<file path="src/rtl/fcor_pkg.sv">
/*
  fcor_pkg: register map, field layouts, reset values and state codes
  shared by the flash clock and option block and its two helpers.
  assumes: apb slave with 32-bit data and an 8-bit byte address.
*/
package fcor_pkg;

  // -------------------------------------------------------------
  // register offsets (byte addresses, one aligned word each)
  // -------------------------------------------------------------
  localparam int FCOR_ADDR_W = 8;
  localparam logic [7:0] FCOR_RATIO_OFS = 8'h00;
  localparam logic [7:0] FCOR_OPTION_OFS = 8'h04;
  localparam logic [7:0] FCOR_CTRL_OFS = 8'h08;
  localparam logic [7:0] FCOR_STATUS_OFS = 8'h0c;
  localparam logic [7:0] FCOR_KEY_OFS = 8'h10;

  // -------------------------------------------------------------
  // field positions of the control, ratio and status words
  // -------------------------------------------------------------
  localparam int FCOR_CTRL_KEYACC_BIT = 0;
  localparam int FCOR_CTRL_LAUNCH_BIT = 1;
  localparam int FCOR_CTRL_COUNT_LSB = 8;
  localparam int FCOR_RATIO_PRE_BIT = 6;
  localparam int FCOR_STAT_FAULT_BIT = 0;
  localparam int FCOR_STAT_BUSY_BIT = 1;
  localparam int FCOR_STAT_SECURE_BIT = 2;
  localparam int FCOR_STAT_UNLOCK_BIT = 3;

  // -------------------------------------------------------------
  // sizes and codes
  // -------------------------------------------------------------
  localparam int FCOR_PULSE_W = 8;
  localparam int FCOR_DIV_W = 6;
  localparam int FCOR_PRESCALE_DIV = 8;
  localparam int FCOR_KEY_BYTES = 8;
  localparam logic [1:0] FCOR_LOCK_OPEN = 2'b10;
  localparam logic [7:0] FCOR_OPT_RESET = 8'hc3;
  localparam logic [7:0] FCOR_OPT_MASK = 8'hc3;
  localparam logic [7:0] FCOR_RATIO_RESET = 8'h00;

  // -------------------------------------------------------------
  // types
  // -------------------------------------------------------------
  typedef enum logic [2:0] {
    FCOR_PE_IDLE = 3'b001,
    FCOR_PE_ARM = 3'b010,
    FCOR_PE_RUN = 3'b100
  } fcor_pe_e;

  typedef struct packed {
    logic written;
    logic prescale_by_eight;
    logic [FCOR_DIV_W-1:0] div;
  } fcor_ratio_s;

  typedef struct packed {
    logic backdoor_allow;
    logic vector_remap_disable;
    logic [3:0] rsv;
    logic [1:0] lock_state_code;
  } fcor_option_s;

endpackage

</file>
<file path="src/rtl/fcor_clkdiv.sv">
/*
  fcor_clkdiv: prescaler and divisor that make one strobe per period
  of the nvm timing clock.
  assumes: settings are static while run is high.
*/
`timescale 1ns/1ps
module fcor_clkdiv
  import fcor_pkg::*;
#(
  parameter int DIV_W = FCOR_DIV_W,
  parameter int PRE_DIV = FCOR_PRESCALE_DIV
) (
  input wire logic pclk,
  input wire logic presetn,
  input wire logic run,
  input wire logic prescale_by_eight,
  input wire logic [DIV_W-1:0] div,
  output logic tick
);

  typedef struct packed {
    logic [2:0] pre_cnt;
    logic [DIV_W-1:0] div_cnt;
    logic tick;
  } fcor_div_s;

  fcor_div_s r_reg;
  fcor_div_s r_next;
  logic pre_tick;

  // prescale stage then divide by div plus one
  always_comb begin
    r_next = r_reg;
    r_next.tick = 1'b0;
    pre_tick = !prescale_by_eight || (r_reg.pre_cnt == 3'(PRE_DIV - 1));
    if (!run) begin
      r_next.pre_cnt = '0;
      r_next.div_cnt = '0;
    end else begin
      r_next.pre_cnt = pre_tick ? 3'h0 : r_reg.pre_cnt + 3'h1;
      if (pre_tick) begin
        if (r_reg.div_cnt == div) begin
          r_next.div_cnt = '0;
          r_next.tick = 1'b1;
        end else begin
          r_next.div_cnt = r_reg.div_cnt + 1'b1;
        end
      end
    end
  end

  // state register
  always_ff @(posedge pclk or negedge presetn) begin
    if (!presetn) begin
      r_reg <= '0;
    end else begin
      r_reg <= r_next;
    end
  end

  assign tick = r_reg.tick;

endmodule

</file>
<file path="src/rtl/fcor_keycmp.sv">
/*
  fcor_keycmp: compares key bytes written in order with the stored
  unlock phrase; byte 0 sits in bits 7:0 of the phrase.
  assumes: finish is a one-cycle pulse at the end of key entry.
*/
`timescale 1ns/1ps
module fcor_keycmp
  import fcor_pkg::*;
#(
  parameter int KEY_BYTES = FCOR_KEY_BYTES
) (
  input wire logic pclk,
  input wire logic presetn,
  input wire logic byte_we,
  input wire logic [7:0] byte_in,
  input wire logic [8*KEY_BYTES-1:0] phrase,
  input wire logic finish,
  output logic match
);

  typedef struct packed {
    logic [3:0] idx;
    logic mismatch;
    logic match;
  } fcor_key_s;

  fcor_key_s r_reg;
  fcor_key_s r_next;

  // in-order compare, verdict on finish
  always_comb begin
    r_next = r_reg;
    r_next.match = 1'b0;
    if (finish) begin
      r_next.match = (r_reg.idx == 4'(KEY_BYTES)) && !r_reg.mismatch;
      r_next.idx = '0;
      r_next.mismatch = 1'b0;
    end else if (byte_we) begin
      if (r_reg.idx == 4'(KEY_BYTES)) begin
        r_next.mismatch = 1'b1; // extra byte spoils the entry
      end else begin
        if (phrase[8*r_reg.idx +: 8] != byte_in) begin
          r_next.mismatch = 1'b1;
        end
        r_next.idx = r_reg.idx + 4'h1;
      end
    end
  end

  // state register
  always_ff @(posedge pclk or negedge presetn) begin
    if (!presetn) begin
      r_reg <= '0;
    end else begin
      r_reg <= r_next;
    end
  end

  assign match = r_reg.match;

endmodule

</file>
<file path="src/rtl/fcor_top.sv">
/*
  fcor_top: flash clock ratio register with its timing divider and
  program/erase pulse sequencer, working option register, backdoor key
  entry and security gate, all behind an apb slave.
  assumes: stored option byte, unlock phrase, debug_access,
  src_unsecured and blank_check_ok come from logic on pclk.
*/
// Chosen here: register access over APB and the address map.
`timescale 1ns/1ps
module fcor_top
  import fcor_pkg::*;
#(
  parameter int DIV_W = FCOR_DIV_W,
  parameter int PRE_DIV = FCOR_PRESCALE_DIV,
  parameter int KEY_BYTES = FCOR_KEY_BYTES,
  parameter int PULSE_W = FCOR_PULSE_W
) (
  input wire logic pclk,
  input wire logic presetn,
  input wire logic psel,
  input wire logic penable,
  input wire logic pwrite,
  input wire logic [FCOR_ADDR_W-1:0] paddr,
  input wire logic [31:0] pwdata,
  output logic [31:0] prdata,
  output logic pready,
  output logic pslverr,
  input wire logic [7:0] stored_option_byte,
  input wire logic [8*KEY_BYTES-1:0] stored_unlock_phrase,
  input wire logic debug_access,
  input wire logic blank_check_ok,
  input wire logic src_unsecured,
  output logic pe_enable,
  output logic pe_active,
  output logic pe_done,
  output logic nvm_timing_clock,
  output logic vector_redirect_en,
  output logic secure,
  output logic mem_access_ok
);

  // -------------------------------------------------------------
  // state
  // -------------------------------------------------------------
  typedef struct packed {
    fcor_ratio_s ratio;
    fcor_option_s opt;
    logic opt_loaded;
    logic keyacc;
    logic fault;
    logic unlocked;
    fcor_pe_e pe_state;
    logic [PULSE_W-1:0] pulse_left;
    logic [31:0] prdata;
    logic pready;
    logic pslverr;
    logic pe_enable;
    logic pe_active;
    logic pe_done;
    logic timing_strobe;
    logic remap_en;
    logic secure;
    logic mem_ok;
  } fcor_top_s;

  fcor_top_s r_reg;
  fcor_top_s r_next;

  // -------------------------------------------------------------
  // helpers and decode
  // -------------------------------------------------------------
  logic tick;
  logic key_match;
  logic key_we;
  logic key_finish;
  logic setup;
  logic wr;
  logic hit_ratio;
  logic hit_option;
  logic hit_ctrl;
  logic hit_status;
  logic hit_key;
  logic fault_set;
  logic fault_clr;
  logic launch;
  logic [PULSE_W-1:0] launch_count;
  logic secure_now;

  // timing clock divider, runs once the ratio is loaded
  fcor_clkdiv #(
    .DIV_W(DIV_W),
    .PRE_DIV(PRE_DIV)
  ) u_div (
    .pclk(pclk),
    .presetn(presetn),
    .run(r_reg.ratio.written),
    .prescale_by_eight(r_reg.ratio.prescale_by_eight),
    .div(r_reg.ratio.div),
    .tick(tick)
  );

  // backdoor key comparator
  fcor_keycmp #(
    .KEY_BYTES(KEY_BYTES)
  ) u_key (
    .pclk(pclk),
    .presetn(presetn),
    .byte_we(key_we),
    .byte_in(pwdata[7:0]),
    .phrase(stored_unlock_phrase),
    .finish(key_finish),
    .match(key_match)
  );

  // address decode, one aligned word per register
  always_comb begin
    hit_ratio = 1'b0;
    hit_option = 1'b0;
    hit_ctrl = 1'b0;
    hit_status = 1'b0;
    hit_key = 1'b0;
    if (paddr == FCOR_RATIO_OFS) begin
      hit_ratio = 1'b1;
    end else if (paddr == FCOR_OPTION_OFS) begin
      hit_option = 1'b1;
    end else if (paddr == FCOR_CTRL_OFS) begin
      hit_ctrl = 1'b1;
    end else if (paddr == FCOR_STATUS_OFS) begin
      hit_status = 1'b1;
    end else if (paddr == FCOR_KEY_OFS) begin
      hit_key = 1'b1;
    end
  end

  // bus phases: answer registered in setup, write taken in access
  assign setup = psel && !penable;
  assign wr = psel && penable && r_reg.pready && pwrite && !r_reg.pslverr;

  // write-side strobes
  always_comb begin
    launch = wr && hit_ctrl && pwdata[FCOR_CTRL_LAUNCH_BIT];
    launch_count = pwdata[FCOR_CTRL_COUNT_LSB +: PULSE_W];
    fault_clr = wr && hit_status && pwdata[FCOR_STAT_FAULT_BIT];
    key_finish = wr && hit_ctrl && r_reg.keyacc && !pwdata[FCOR_CTRL_KEYACC_BIT];
    key_we = wr && hit_key && r_reg.keyacc && r_reg.opt.backdoor_allow
      && !debug_access;
  end

  // -------------------------------------------------------------
  // next state
  // -------------------------------------------------------------
  always_comb begin
    r_next = r_reg;
    r_next.pready = 1'b0;
    r_next.pslverr = 1'b0;
    r_next.pe_done = 1'b0;
    r_next.timing_strobe = 1'b0;
    fault_set = 1'b0;

    // option copy right after reset release
    if (!r_reg.opt_loaded) begin
      r_next.opt = fcor_option_s'(stored_option_byte & FCOR_OPT_MASK);
      r_next.opt_loaded = 1'b1;
    end

    // unlock paths force the lock code open
    if ((key_match && r_reg.opt.backdoor_allow) || blank_check_ok) begin
      r_next.opt.lock_state_code = FCOR_LOCK_OPEN;
    end
    if (key_match && r_reg.opt.backdoor_allow) begin
      r_next.unlocked = 1'b1;
    end

    // read answer prepared in the setup cycle
    if (setup) begin
      r_next.pready = 1'b1;
      r_next.prdata = '0;
      if (hit_ratio) begin
        r_next.prdata[7:0] = r_reg.ratio;
      end else if (hit_option) begin
        r_next.prdata[7:0] = r_reg.opt;
      end else if (hit_ctrl) begin
        r_next.prdata[FCOR_CTRL_KEYACC_BIT] = r_reg.keyacc;
      end else if (hit_status) begin
        r_next.prdata[FCOR_STAT_FAULT_BIT] = r_reg.fault;
        r_next.prdata[FCOR_STAT_BUSY_BIT] = r_reg.pe_state != FCOR_PE_IDLE;
        r_next.prdata[FCOR_STAT_SECURE_BIT] = r_reg.secure;
        r_next.prdata[FCOR_STAT_UNLOCK_BIT] = r_reg.unlocked;
      end else if (!hit_key) begin
        r_next.pslverr = 1'b1; // unmapped address
      end
    end

    // ratio register: one write only, flag set whatever the data
    if (wr && hit_ratio && !r_reg.ratio.written) begin
      r_next.ratio.written = 1'b1;
      r_next.ratio.prescale_by_eight = pwdata[FCOR_RATIO_PRE_BIT];
      r_next.ratio.div = pwdata[DIV_W-1:0];
    end
    // a second write falls through here untouched

    // control register
    if (wr && hit_ctrl) begin
      r_next.keyacc = pwdata[FCOR_CTRL_KEYACC_BIT];
    end

    // program/erase sequencer in whole timing clock periods
    case (r_reg.pe_state)
      FCOR_PE_IDLE: begin
        if (launch) begin
          if (!r_reg.ratio.written || launch_count == '0) begin
            fault_set = 1'b1;
          end else begin
            r_next.pulse_left = launch_count;
            r_next.pe_state = FCOR_PE_ARM;
          end
        end
      end
      FCOR_PE_ARM: begin
        if (launch) begin
          fault_set = 1'b1; // busy, command dropped
        end
        if (tick) begin
          r_next.pe_state = FCOR_PE_RUN; // align to a period edge
        end
      end
      FCOR_PE_RUN: begin
        if (launch) begin
          fault_set = 1'b1;
        end
        if (tick) begin
          r_next.timing_strobe = 1'b1;
          r_next.pulse_left = r_reg.pulse_left - 1'b1;
          if (r_reg.pulse_left == PULSE_W'(1)) begin
            r_next.pe_state = FCOR_PE_IDLE;
            r_next.pe_done = 1'b1;
          end
        end
      end
      default: begin
        r_next.pe_state = FCOR_PE_IDLE;
      end
    endcase

    // access fault: set beats clear
    r_next.fault = (r_reg.fault && !fault_clr) || fault_set;

    // registered outputs
    secure_now = r_next.opt.lock_state_code != FCOR_LOCK_OPEN;
    r_next.secure = secure_now;
    r_next.mem_ok = !secure_now || !src_unsecured;
    r_next.remap_en = !r_next.opt.vector_remap_disable;
    r_next.pe_enable = r_next.ratio.written;
    r_next.pe_active = r_next.pe_state == FCOR_PE_RUN;
  end

  // -------------------------------------------------------------
  // state register
  // -------------------------------------------------------------
  always_ff @(posedge pclk or negedge presetn) begin
    if (!presetn) begin
      r_reg <= '0;
      r_reg.ratio <= fcor_ratio_s'(FCOR_RATIO_RESET);
      r_reg.opt <= fcor_option_s'(FCOR_OPT_RESET);
      r_reg.pe_state <= FCOR_PE_IDLE;
      r_reg.secure <= 1'b1;
    end else begin
      r_reg <= r_next;
    end
  end

  // -------------------------------------------------------------
  // outputs, all straight from flip-flops
  // -------------------------------------------------------------
  assign prdata = r_reg.prdata;
  assign pready = r_reg.pready;
  assign pslverr = r_reg.pslverr;
  assign pe_enable = r_reg.pe_enable;
  assign pe_active = r_reg.pe_active;
  assign pe_done = r_reg.pe_done;
  assign nvm_timing_clock = r_reg.timing_strobe;
  assign vector_redirect_en = r_reg.remap_en;
  assign secure = r_reg.secure;
  assign mem_access_ok = r_reg.mem_ok;

endmodule

</file>
<file path="config.mk">
export PLATFORM = sky130hd
export DESIGN_NAME = fcor_top
export DESIGN_NICKNAME = d
export VERILOG_FILES = /design/src/rtl/fcor_pkg.sv /design/src/rtl/fcor_clkdiv.sv /design/src/rtl/fcor_keycmp.sv /design/src/rtl/fcor_top.sv
export SDC_FILE = /design/constraint.sdc
export NUM_CORES = 1
export LEC_CHECK = 0
export BUFFER_PORTS_ARGS = -buffer_cell sky130_fd_sc_hd__buf_2
export CAP_MARGIN = 20
export CORE_MARGIN = 2
export CORE_UTILIZATION = 25
export CTS_CLUSTER_DIAMETER = 80
export CTS_CLUSTER_SIZE = 8
export DETAILED_ROUTE_END_ITERATION = 10
export GPL_ROUTABILITY_DRIVEN = 0
export GPL_TIMING_DRIVEN = 0
export PLACE_DENSITY_LB_ADDON = 0.08
export SLEW_MARGIN = 20
export SYNTH_ARGS = -nofsm -noshare
export SYNTH_HDL_FRONTEND = slang
export SYNTH_SLANG_ARGS = --single-unit
</file>
<file path="constraint.sdc">
create_clock -name pclk -period 2 [get_ports pclk]
set_input_delay 0.6 -clock pclk [delete_from_list [all_inputs] [get_ports pclk]]
set_output_delay 0.6 -clock pclk [all_outputs]
set_load 0.1 [all_outputs]
</file>
After elaboration in Yosys (flattened, before gate mapping)
Cells that the tools add are included.
- register bits: 59
- output and inout port bits: 41
- add/subtract/negate cells: 4
- equality and inequality tests: 20
- shift-type cells: 1
- mux-type cells: 55
- reduce and logical (&&, ||, !) cells: 45
- operators with widths (operator ; count):
    64-bit by 8-bit variable part select with 8-bit output ; 1
    11-bit 2-to-1 mux ; 3
    1-bit 2-to-1 mux ; 30
    1-bit logical AND ; 20
    8-bit by 4-bit equality test with 1-bit output (second input constant) ; 2
    8-bit logical NOT ; 2
    4-bit 2-to-1 mux ; 4
    8-bit 2-to-1 mux ; 2
    8-bit case mux with 2 select lines ; 1
    3-bit 2-to-1 mux ; 4
    1-bit logical NOT ; 11
    5-bit 2-to-1 mux ; 2
    3-bit equality test (second input constant) ; 3
    9-bit 2-to-1 mux ; 1
    3-bit case mux with 3 select lines ; 1
    8-bit by 1-bit equality test with 1-bit output (second input constant) ; 1
    8-bit by 3-bit equality test with 1-bit output (second input constant) ; 1
    8-bit by 5-bit equality test with 1-bit output (second input constant) ; 1
    2-bit 2-to-1 mux ; 4
    2-bit != test (second input constant) ; 4
    8-bit != test ; 1
    8-bit by 1-bit subtractor with 8-bit output (second input constant) ; 1
    7-bit 2-to-1 mux ; 1
    6-bit by 1-bit adder with 6-bit output (second input constant) ; 1
    other kinds (16) ; 23

Depth between registers and ports, before layout
Gate-level depths: netlist of the first run.
- word-level depth: 12
- depth in mapped cells: 8
- gate-level depth less buffers: 7

By module
From an unflattened synthesis of the first run, not the netlist that was laid out.
- cells, all modules: 371
- area, all modules: 3847.4 um2
- modules (own cells, without submodules) (module ; times used ; cells an instance ; area an instance (um2) ; seq. area each (um2)):
    fcor_top ; 1 ; 230 ; 2334.7 ; 1083.5
    fcor_keycmp ; 1 ; 81 ; 942.2 ; 150.1
    fcor_clkdiv ; 1 ; 60 ; 570.5 ; 250.2

Least setup slack after synthesis of the first run
Ideal clock, no wire load.
- kind: reg-to-reg
- from: register r_reg, in the netlist pslverr
- to: register r_reg[42] (netlist bit)
- setup time: 0.125 ns
- data arrival time: 2.201 ns
- required time: 1.875 ns
- setup slack: -0.326 ns
- stages on the path, launching flop included: 6
- path through: dfrtp_1 and4b_1 nor3b_2 and4_2 nor2_2 mux2_2
- longest elaborated chain between the ends: 6
- RTL lines (what ; line ; text):
    start: declaration ; fcor_top.sv:66 ; fcor_top_s r_reg;
    start signal: assignment ; fcor_top.sv:268 ; r_reg <= r_next;
    1-bit logical NOT ; fcor_top.sv:137 ; assign wr = psel && penable && r_reg.pready && pwrite && !r_reg.pslverr;
    1-bit logical AND ; fcor_top.sv:137 ;
    1-bit logical AND (2 in series) ; fcor_top.sv:141 ; launch = wr && hit_ctrl && pwdata[FCOR_CTRL_LAUNCH_BIT];
    2-bit != test (no source line) ; - ;
    4-bit AND reduction (no source line) ; - ;
Every way passes these cells.
A chain may end at the register's enable or synchronous reset.

Worst setup path in the final report of the first run
- from: register u_key.r_reg[2] (netlist bit)
- to: register u_key.r_reg[1] (netlist bit)
- longest elaborated chain between the ends: 4
- elaborated cells between the ends (all ways): 8
- classes of those cells: eq/ne: 2; shift: 1; mux: 3; reduce/logical: 2
- RTL lines (what ; line ; text):
    start: declaration ; fcor_keycmp.sv:27 ; fcor_key_s r_reg;
    start signal: assignment ; fcor_keycmp.sv:55 ; r_reg <= r_next;
    64-bit by 8-bit variable part select with 8-bit output / 4-bit equality test (equally long branches) ; fcor_keycmp.sv:42, fcor_keycmp.sv:39 ;
    8-bit != test / 1-bit 2-to-1 mux (equally long branches) ; fcor_keycmp.sv:42, fcor_keycmp.sv:39 ;
    3-bit nonzero test (no source line) / 5-bit 2-to-1 mux (equally long branches) ; - ;
    2-bit AND reduction (no source line) / 5-bit 2-to-1 mux (equally long branches) ; - ;
Several ways; a longest one is shown, not always the timed one. The select of a mux whose other input is x is not followed.

==> results of run 1 <==
worst max-delay path, cell delays in order, from the launching register on:
cell and delay, ps:
dfrtp_1 370, buf_6 150, buf_12 120, buf_6 90, mux4_2 500, a22oi_2 210
xnor2_2 110, nor4_4 250, a31oi_1 110
path summary, 6_finish.rpt:
check                          startpoint  slack [ps]  cells past startpoint                  to
max                        u_key.r_reg[2]         -40                      8      u_key.r_reg[1]
max reg2reg                u_key.r_reg[2]         -40                      8      u_key.r_reg[1]
min reg2reg                u_div.r_reg[7]         440                      1      u_div.r_reg[7]
max in group asynchronous         presetn        1370                      2           r_reg[49]
min                               presetn         100                      1  vector_redirect_en
min in group pclk           src_unsecured         430                      2       mem_access_ok
metrics by stage:
| step | std cells | hold WS [ps] |
|---|---|---|
| detailed placement | 680 | 434.9 |
| global placement | 679 | 427.3 |
| floorplan | 375 | 304.4 |
| global route | 721 | 97.71 |
| finish | 721 | 101.8 |
| CTS | 706 | 92.42 |
final cells by class:
cell class              instances  area, um2
inverters                      14      52.55
clock buffers                  12      246.5
repair buffers                143      838.3
clock inverters                 3      15.01
well taps                     188      235.2
fillers                      1543       9657
plain buffers                  44      341.6
flip-flops and latches         59       1493
multi-input cells             258       2155
routing by layer:
layer | vias to the layer above | GRT usage [%]
met5 | - | 0
met4 | 0 | 5.301
met3 | 12 | 2.806
met2 | 123 | 21.86
met1 | 1502 | 17.06
li1 | 1607 | -
power by group through the flow:
stage / registers [uW] / clock network [uW] / logic, uW
2_1_floorplan: 1300 / 0 / 316
3_3_place_gp: 1250 / 0 / 534
3_5_place_dp: 1250 / 0 / 544
4_1_cts: 1230 / 1420 / 553
5_1_grt: 1230 / 1460 / 594
6_report: 1230 / 1380 / 559
kinds of logic (layout without fill, tap and decap cells):
| logic type | count (synthesis) | count (layout) | share of synthesized area (%) |
|---|---|---|---|
| buf+inv | 58 | 216 | 10.05 |
| other cells | 2 | 25 | 0.1971 |
| mux | 35 | 35 | 15.69 |
| xor+xnor | 16 | 16 | 3.677 |
| compound gates | 62 | 62 | 11.59 |
| simple gates | 113 | 113 | 17.56 |
| fa+ha+maj | 7 | 7 | 2.298 |
| flops | 59 | 59 | 38.94 |
synth_stat cells, drive strengths merged, types with 3 or more instances:
cell,instances
dfrtp,53
buf,41
nand2,29
nor2,23
o21ai,19
mux4,17
xnor2,16
inv,14
a22oi,10
mux2,10
mux2i,8
nor3,8
ha,7
nand3,7
dfstp,6
nor4,6
nand4,5
nor2b,5
a21o,4
o22ai,4
and4,3
clkbuf,3
nor4b,3
what timing repair did:
item,in CTS,in global routing
resized for setup,15,19
pin swaps,8,11
buffers inserted,11,15
hold buffers,0,0
endpoints found under the setup margin,19,21
==> results_dict.tcl, run 1 <==
set metrics [dict create \
    status "complete, but fails checks" \
    violations "negative setup slack" \
    layout_min_cycle_time_ps 2035 \
    cts_max_level 3 \
    wl_met1_mm 4.827 \
    drv.max_cap_violation_count 0 \
    async_reset_ff_share_pct 100.0 \
    place_ws_ps -550.2 \
    port_buffers 116 \
    p_clk_share_pct 43.5 \
    wl_met2_mm 4.954 \
    synth.area.top_cells "dfrtp_1 35%, mux4_2 6.5%, buf_4 6.3%" \
    hold_path.class "primary input to asynchronous set/reset pin" \
    die_area_um2 16250 \
    max_freq_mhz 491.3 \
    clkSinkCount 59 \
    place_area_um2 4760 \
    ys_seq_elements 59 \
    worst_slack_ps -35.26 \
    p_per_area_nw_per_um2 589.0 \
    fin_crit_sh_pct 101.8 \
    cts_tree "built" \
    final_common_cell "buf_2" \
    pin_count 161 \
    intPower_uw 2251 \
    nets 656 \
    switchingPower_uw 916.2 \
    clkLatencyLatePin_ps 320 \
    antenna_cells 0 \
    yosys.area.top_type "dfrtp_1" \
    met3_length_um 667 \
    p_sw_share_pct 28.93 \
    ys_warn_count 0 \
    largest_reg_flops 26 \
    p_total_uw 3167 \
    hold_viol 0 \
    skew_ps 5.516 \
    p_seq_share_pct 38.9 \
    grt_max_degree 52 \
    fin_util_pct 35.76 \
    num_rows 45 \
    ant_nets 0 \
    dp_hpwl_mm 8.242 \
    startpoint_type "flop" \
    post-route-cell-area_um2 5376 \
    initial_core_util_pct 25.35 \
    cts_buffers 9 \
    drc 0 \
    synth_top_area_share_pct 34.80 \
    crit_fanout 6 \
    area_delta_synth_final_pct 41.07 \
    die_width_um 127.5 \
    antenna_found_initial 0 \
    die_h_um 127.5 \
    drive_gt1_share_pct 48.03 \
    path_clk_slew_ps 50 \
    synth_ff_type "dfrtp_1" \
    gr-total-overflow 0 \
    highest_layer "met4" \
    core_um2 15030 \
    syn_area_um2 3811 \
    wire_per_inst_um 14.74 \
    ys_types 67 \
    drt_iter0_drc 156 \
    synthCells 352 \
    worstSetupPathType "flop to flop" \
    first_global_vias 3268 \
    layout_common_cells "115 x buf_2, 58 x buf_4, 50 x dfrtp_1" \
    maxSlewViolCount 0 \
    setup-tns-final_ps -35.26 \
    cts_max_path_buffers 2 \
    clock-root-buffer "clkbuf_16" \
    irDropWorstVdd_uv 304.6 \
    vias 3244 \
    worstSetupEndpointType "flop" \
    tightest_slew_ps 667.7 \
    crit_required_ps 2190 \
    setup_violations 1 \
    relSlewSlack_pct 55.37 \
    globalRouteTotalUtil_pct 13.28 \
    rsz0062_at_grt "yes" \
    wl_mm 10.62 \
    grt_pass1_wl_mm 16.81 \
    syn_area_per_cell_um2 10.83 \
    leakage_uw 0.002565 \
    vias_per_cell 4.499 \
    p_comb_share_pct 17.7 \
    first_pass_iters 4 \
    synth-seq-area-share_pct 38.94 \
    synth-edff-count 0 \
    critPathArrivalTime_ps 2230 \
]
No activity file was read; power rests on OpenSTA's default activity.
==> inputs of run 2 (changes only) <==
--- a/config.mk
+++ b/config.mk
@@ -15,6 +15,8 @@
 export GPL_ROUTABILITY_DRIVEN = 0
 export GPL_TIMING_DRIVEN = 0
 export PLACE_DENSITY_LB_ADDON = 0.08
+export SKIP_CTS_REPAIR_TIMING = 1
+export SKIP_LAST_GASP = 1
 export SLEW_MARGIN = 20
 export SYNTH_ARGS = -nofsm -noshare
 export SYNTH_HDL_FRONTEND = slang
==> run 2 against run 1 <==
  * The flow still finishes with violations (negative setup slack)
  * Final area fell by 2.4%
  * Core utilization shrank 0.87 points
  * Count of clock-buffer cells in the layout unchanged
  * Sequential power about the same
  * Flip-flop and latch count unchanged
  * Largest cell class unchanged
  * Non-clock buffer count down 12
  * Highest routed layer unchanged
  * Fmax grew 1.5%
  * Clock power hardly changed
  * Register-to-register slack gained 30 ps
  * Power down 0.10%
  * Critical path depth decreased by 1
==> results_dict.tcl, run 2 (same netlist as run 1, synthesis figures left out) <==
set metrics [dict create \
    clkLatencyLatePin_ps 330 \
    hold_viol 0 \
    worstSetupEndpointType "flop" \
    die_area_um2 16250 \
    cpPeakStageDelay_ps 520 \
    drv.max_cap_violation_count 0 \
    worst_slack_ps -5.784 \
    die_h_um 127.5 \
    crit_fanout 9 \
    cts_tree "built" \
    relSlewSlack_pct 55.45 \
    clock-root-buffer "clkbuf_16" \
    grt_pass1_wl_mm 16.53 \
    cts_max_path_buffers 2 \
    vias 3211 \
    status "complete, but fails checks" \
    first_pass_iters 4 \
    cts_max_level 3 \
    critPathArrivalTime_ps 2200 \
    fin_crit_sh_pct 100.3 \
    worstSetupPathType "flop to flop" \
    antenna_found_initial 0 \
    dp_hpwl_mm 8.242 \
    ant_nets 0 \
    port_buffers 116 \
    final_cells 709 \
    grt.met2_usage_pct 21.39 \
    layout_min_cycle_time_ps 2006 \
    area_delta_synth_final_pct 37.62 \
    timing.hold.ws_ps 101.9 \
    p_total_uw 3164 \
    grt_max_degree 52 \
    layout_common_cells "116 x buf_2, 50 x dfrtp_1, 48 x buf_4" \
    irDropWorstVdd_uv 304.5 \
    initial_core_util_pct 25.35 \
    crit_required_ps 2190 \
    wl_mm 10.51 \
    pin_count 161 \
    rsz0062_at_grt "yes" \
    core_um2 15030 \
    startpoint_type "flop" \
    drc 0 \
    globalRouteTotalUtil_pct 13.08 \
    vias_per_cell 4.529 \
    clkSinkCount 59 \
    place_ws_ps -550.2 \
    nets 644 \
    maxSlewViolCount 0 \
    antenna_cells 0 \
    path_clk_slew_ps 50 \
    hold_path.class "primary input to asynchronous set/reset pin" \
    setup_violations 1 \
    first_global_vias 3198 \
    wire_per_inst_um 14.83 \
    busiest_layer "met2" \
    cts_buffers 9 \
    dpl.cell_count 680 \
    leakage_uw 0.002487 \
    tightest_slew_ps 666.6 \
    gr-total-overflow 0 \
    met3_usage_pct 2.722 \
    skew_ps 6.811 \
    violations "negative setup slack" \
    largest_reg_flops 26 \
    fillers 1555 \
    drive_gt1_share_pct 46.45 \
    final_common_cell "buf_2" \
    p_per_area_nw_per_um2 603.2 \
    num_rows 45 \
    die_width_um 127.5 \
    crit_slowest_cell "mux4_2" \
    crit_chain "buf_6 -> buf_12 -> mux4_2 -> a22oi_2 -> xnor2_1 -> nor4_2 -> a31oi_1" \
    max_freq_mhz 498.6 \
    drt_iter0_drc 151 \
    gr-usage-met1_pct 17.03 \
]
==> run 2: path summary, 6_finish.rpt <==
check                          startpoint  cells after the start  slack, ps            endpoint
max in group asynchronous         presetn                      2       1380           r_reg[49]
max                        u_key.r_reg[2]                      7         -6      u_key.r_reg[1]
max reg2reg                u_key.r_reg[2]                      7         -6      u_key.r_reg[1]
min reg2reg                u_div.r_reg[7]                      1        440      u_div.r_reg[7]
min in group pclk           src_unsecured                      2        430       mem_access_ok
min                               presetn                      1        100  vector_redirect_en
==> run 2: critical path, delay by kind of cell, from the launching register on <==
family,cells,cell delay [ps]
simple gates,1,330
flops,1,370
buf+inv,2,290
mux,1,520
compound gates,2,260
xor+xnor,1,90
==> run 2: cell type report <==
cell class / instances / area, um2 / area share, %
repair buffers: 131 / 734.5 / 14.00
clock buffers: 12 / 246.5 / 4.699
plain buffers: 44 / 341.6 / 6.512
clock inverters: 3 / 15.01 / 0.2863
well taps: 188 / 235.2 / 4.485
multi-input cells: 258 / 2127 / 40.55
inverters: 14 / 52.55 / 1.002
flip-flops and latches: 59 / 1493 / 28.46
==> run 2: metrics by stage <==
step           cell area, um2  util [%]  setup TNS, ps
2_1_floorplan            3914         -         -123.6
3_3_place_gp             4730     31.46          -8801
3_5_place_dp             4760     31.66          -8901
4_1_cts                  5021     33.40          -2127
5_1_grt                  5245     34.89         -280.8
6_report                 5245     34.89         -5.784
==> run 2: per-layer routing <==
| metal | vias to the layer above | part of all wire, % |
|---|---|---|
| met3 | 10 | 6.5 |
| li1 | 1582 | - |
| met1 | 1492 | 46 |
| met2 | 127 | 46 |
| met5 | - | 0 |
| met4 | 0 | 1.5 |
==> run 2: power breakdown <==
part	leakage [uW]	total [uW]	switching (uW)	internal, uW
clock	0.000132	1380	522	858
combinational	0.00161	553	383	170
sequential	0.000743	1230	12.2	1220
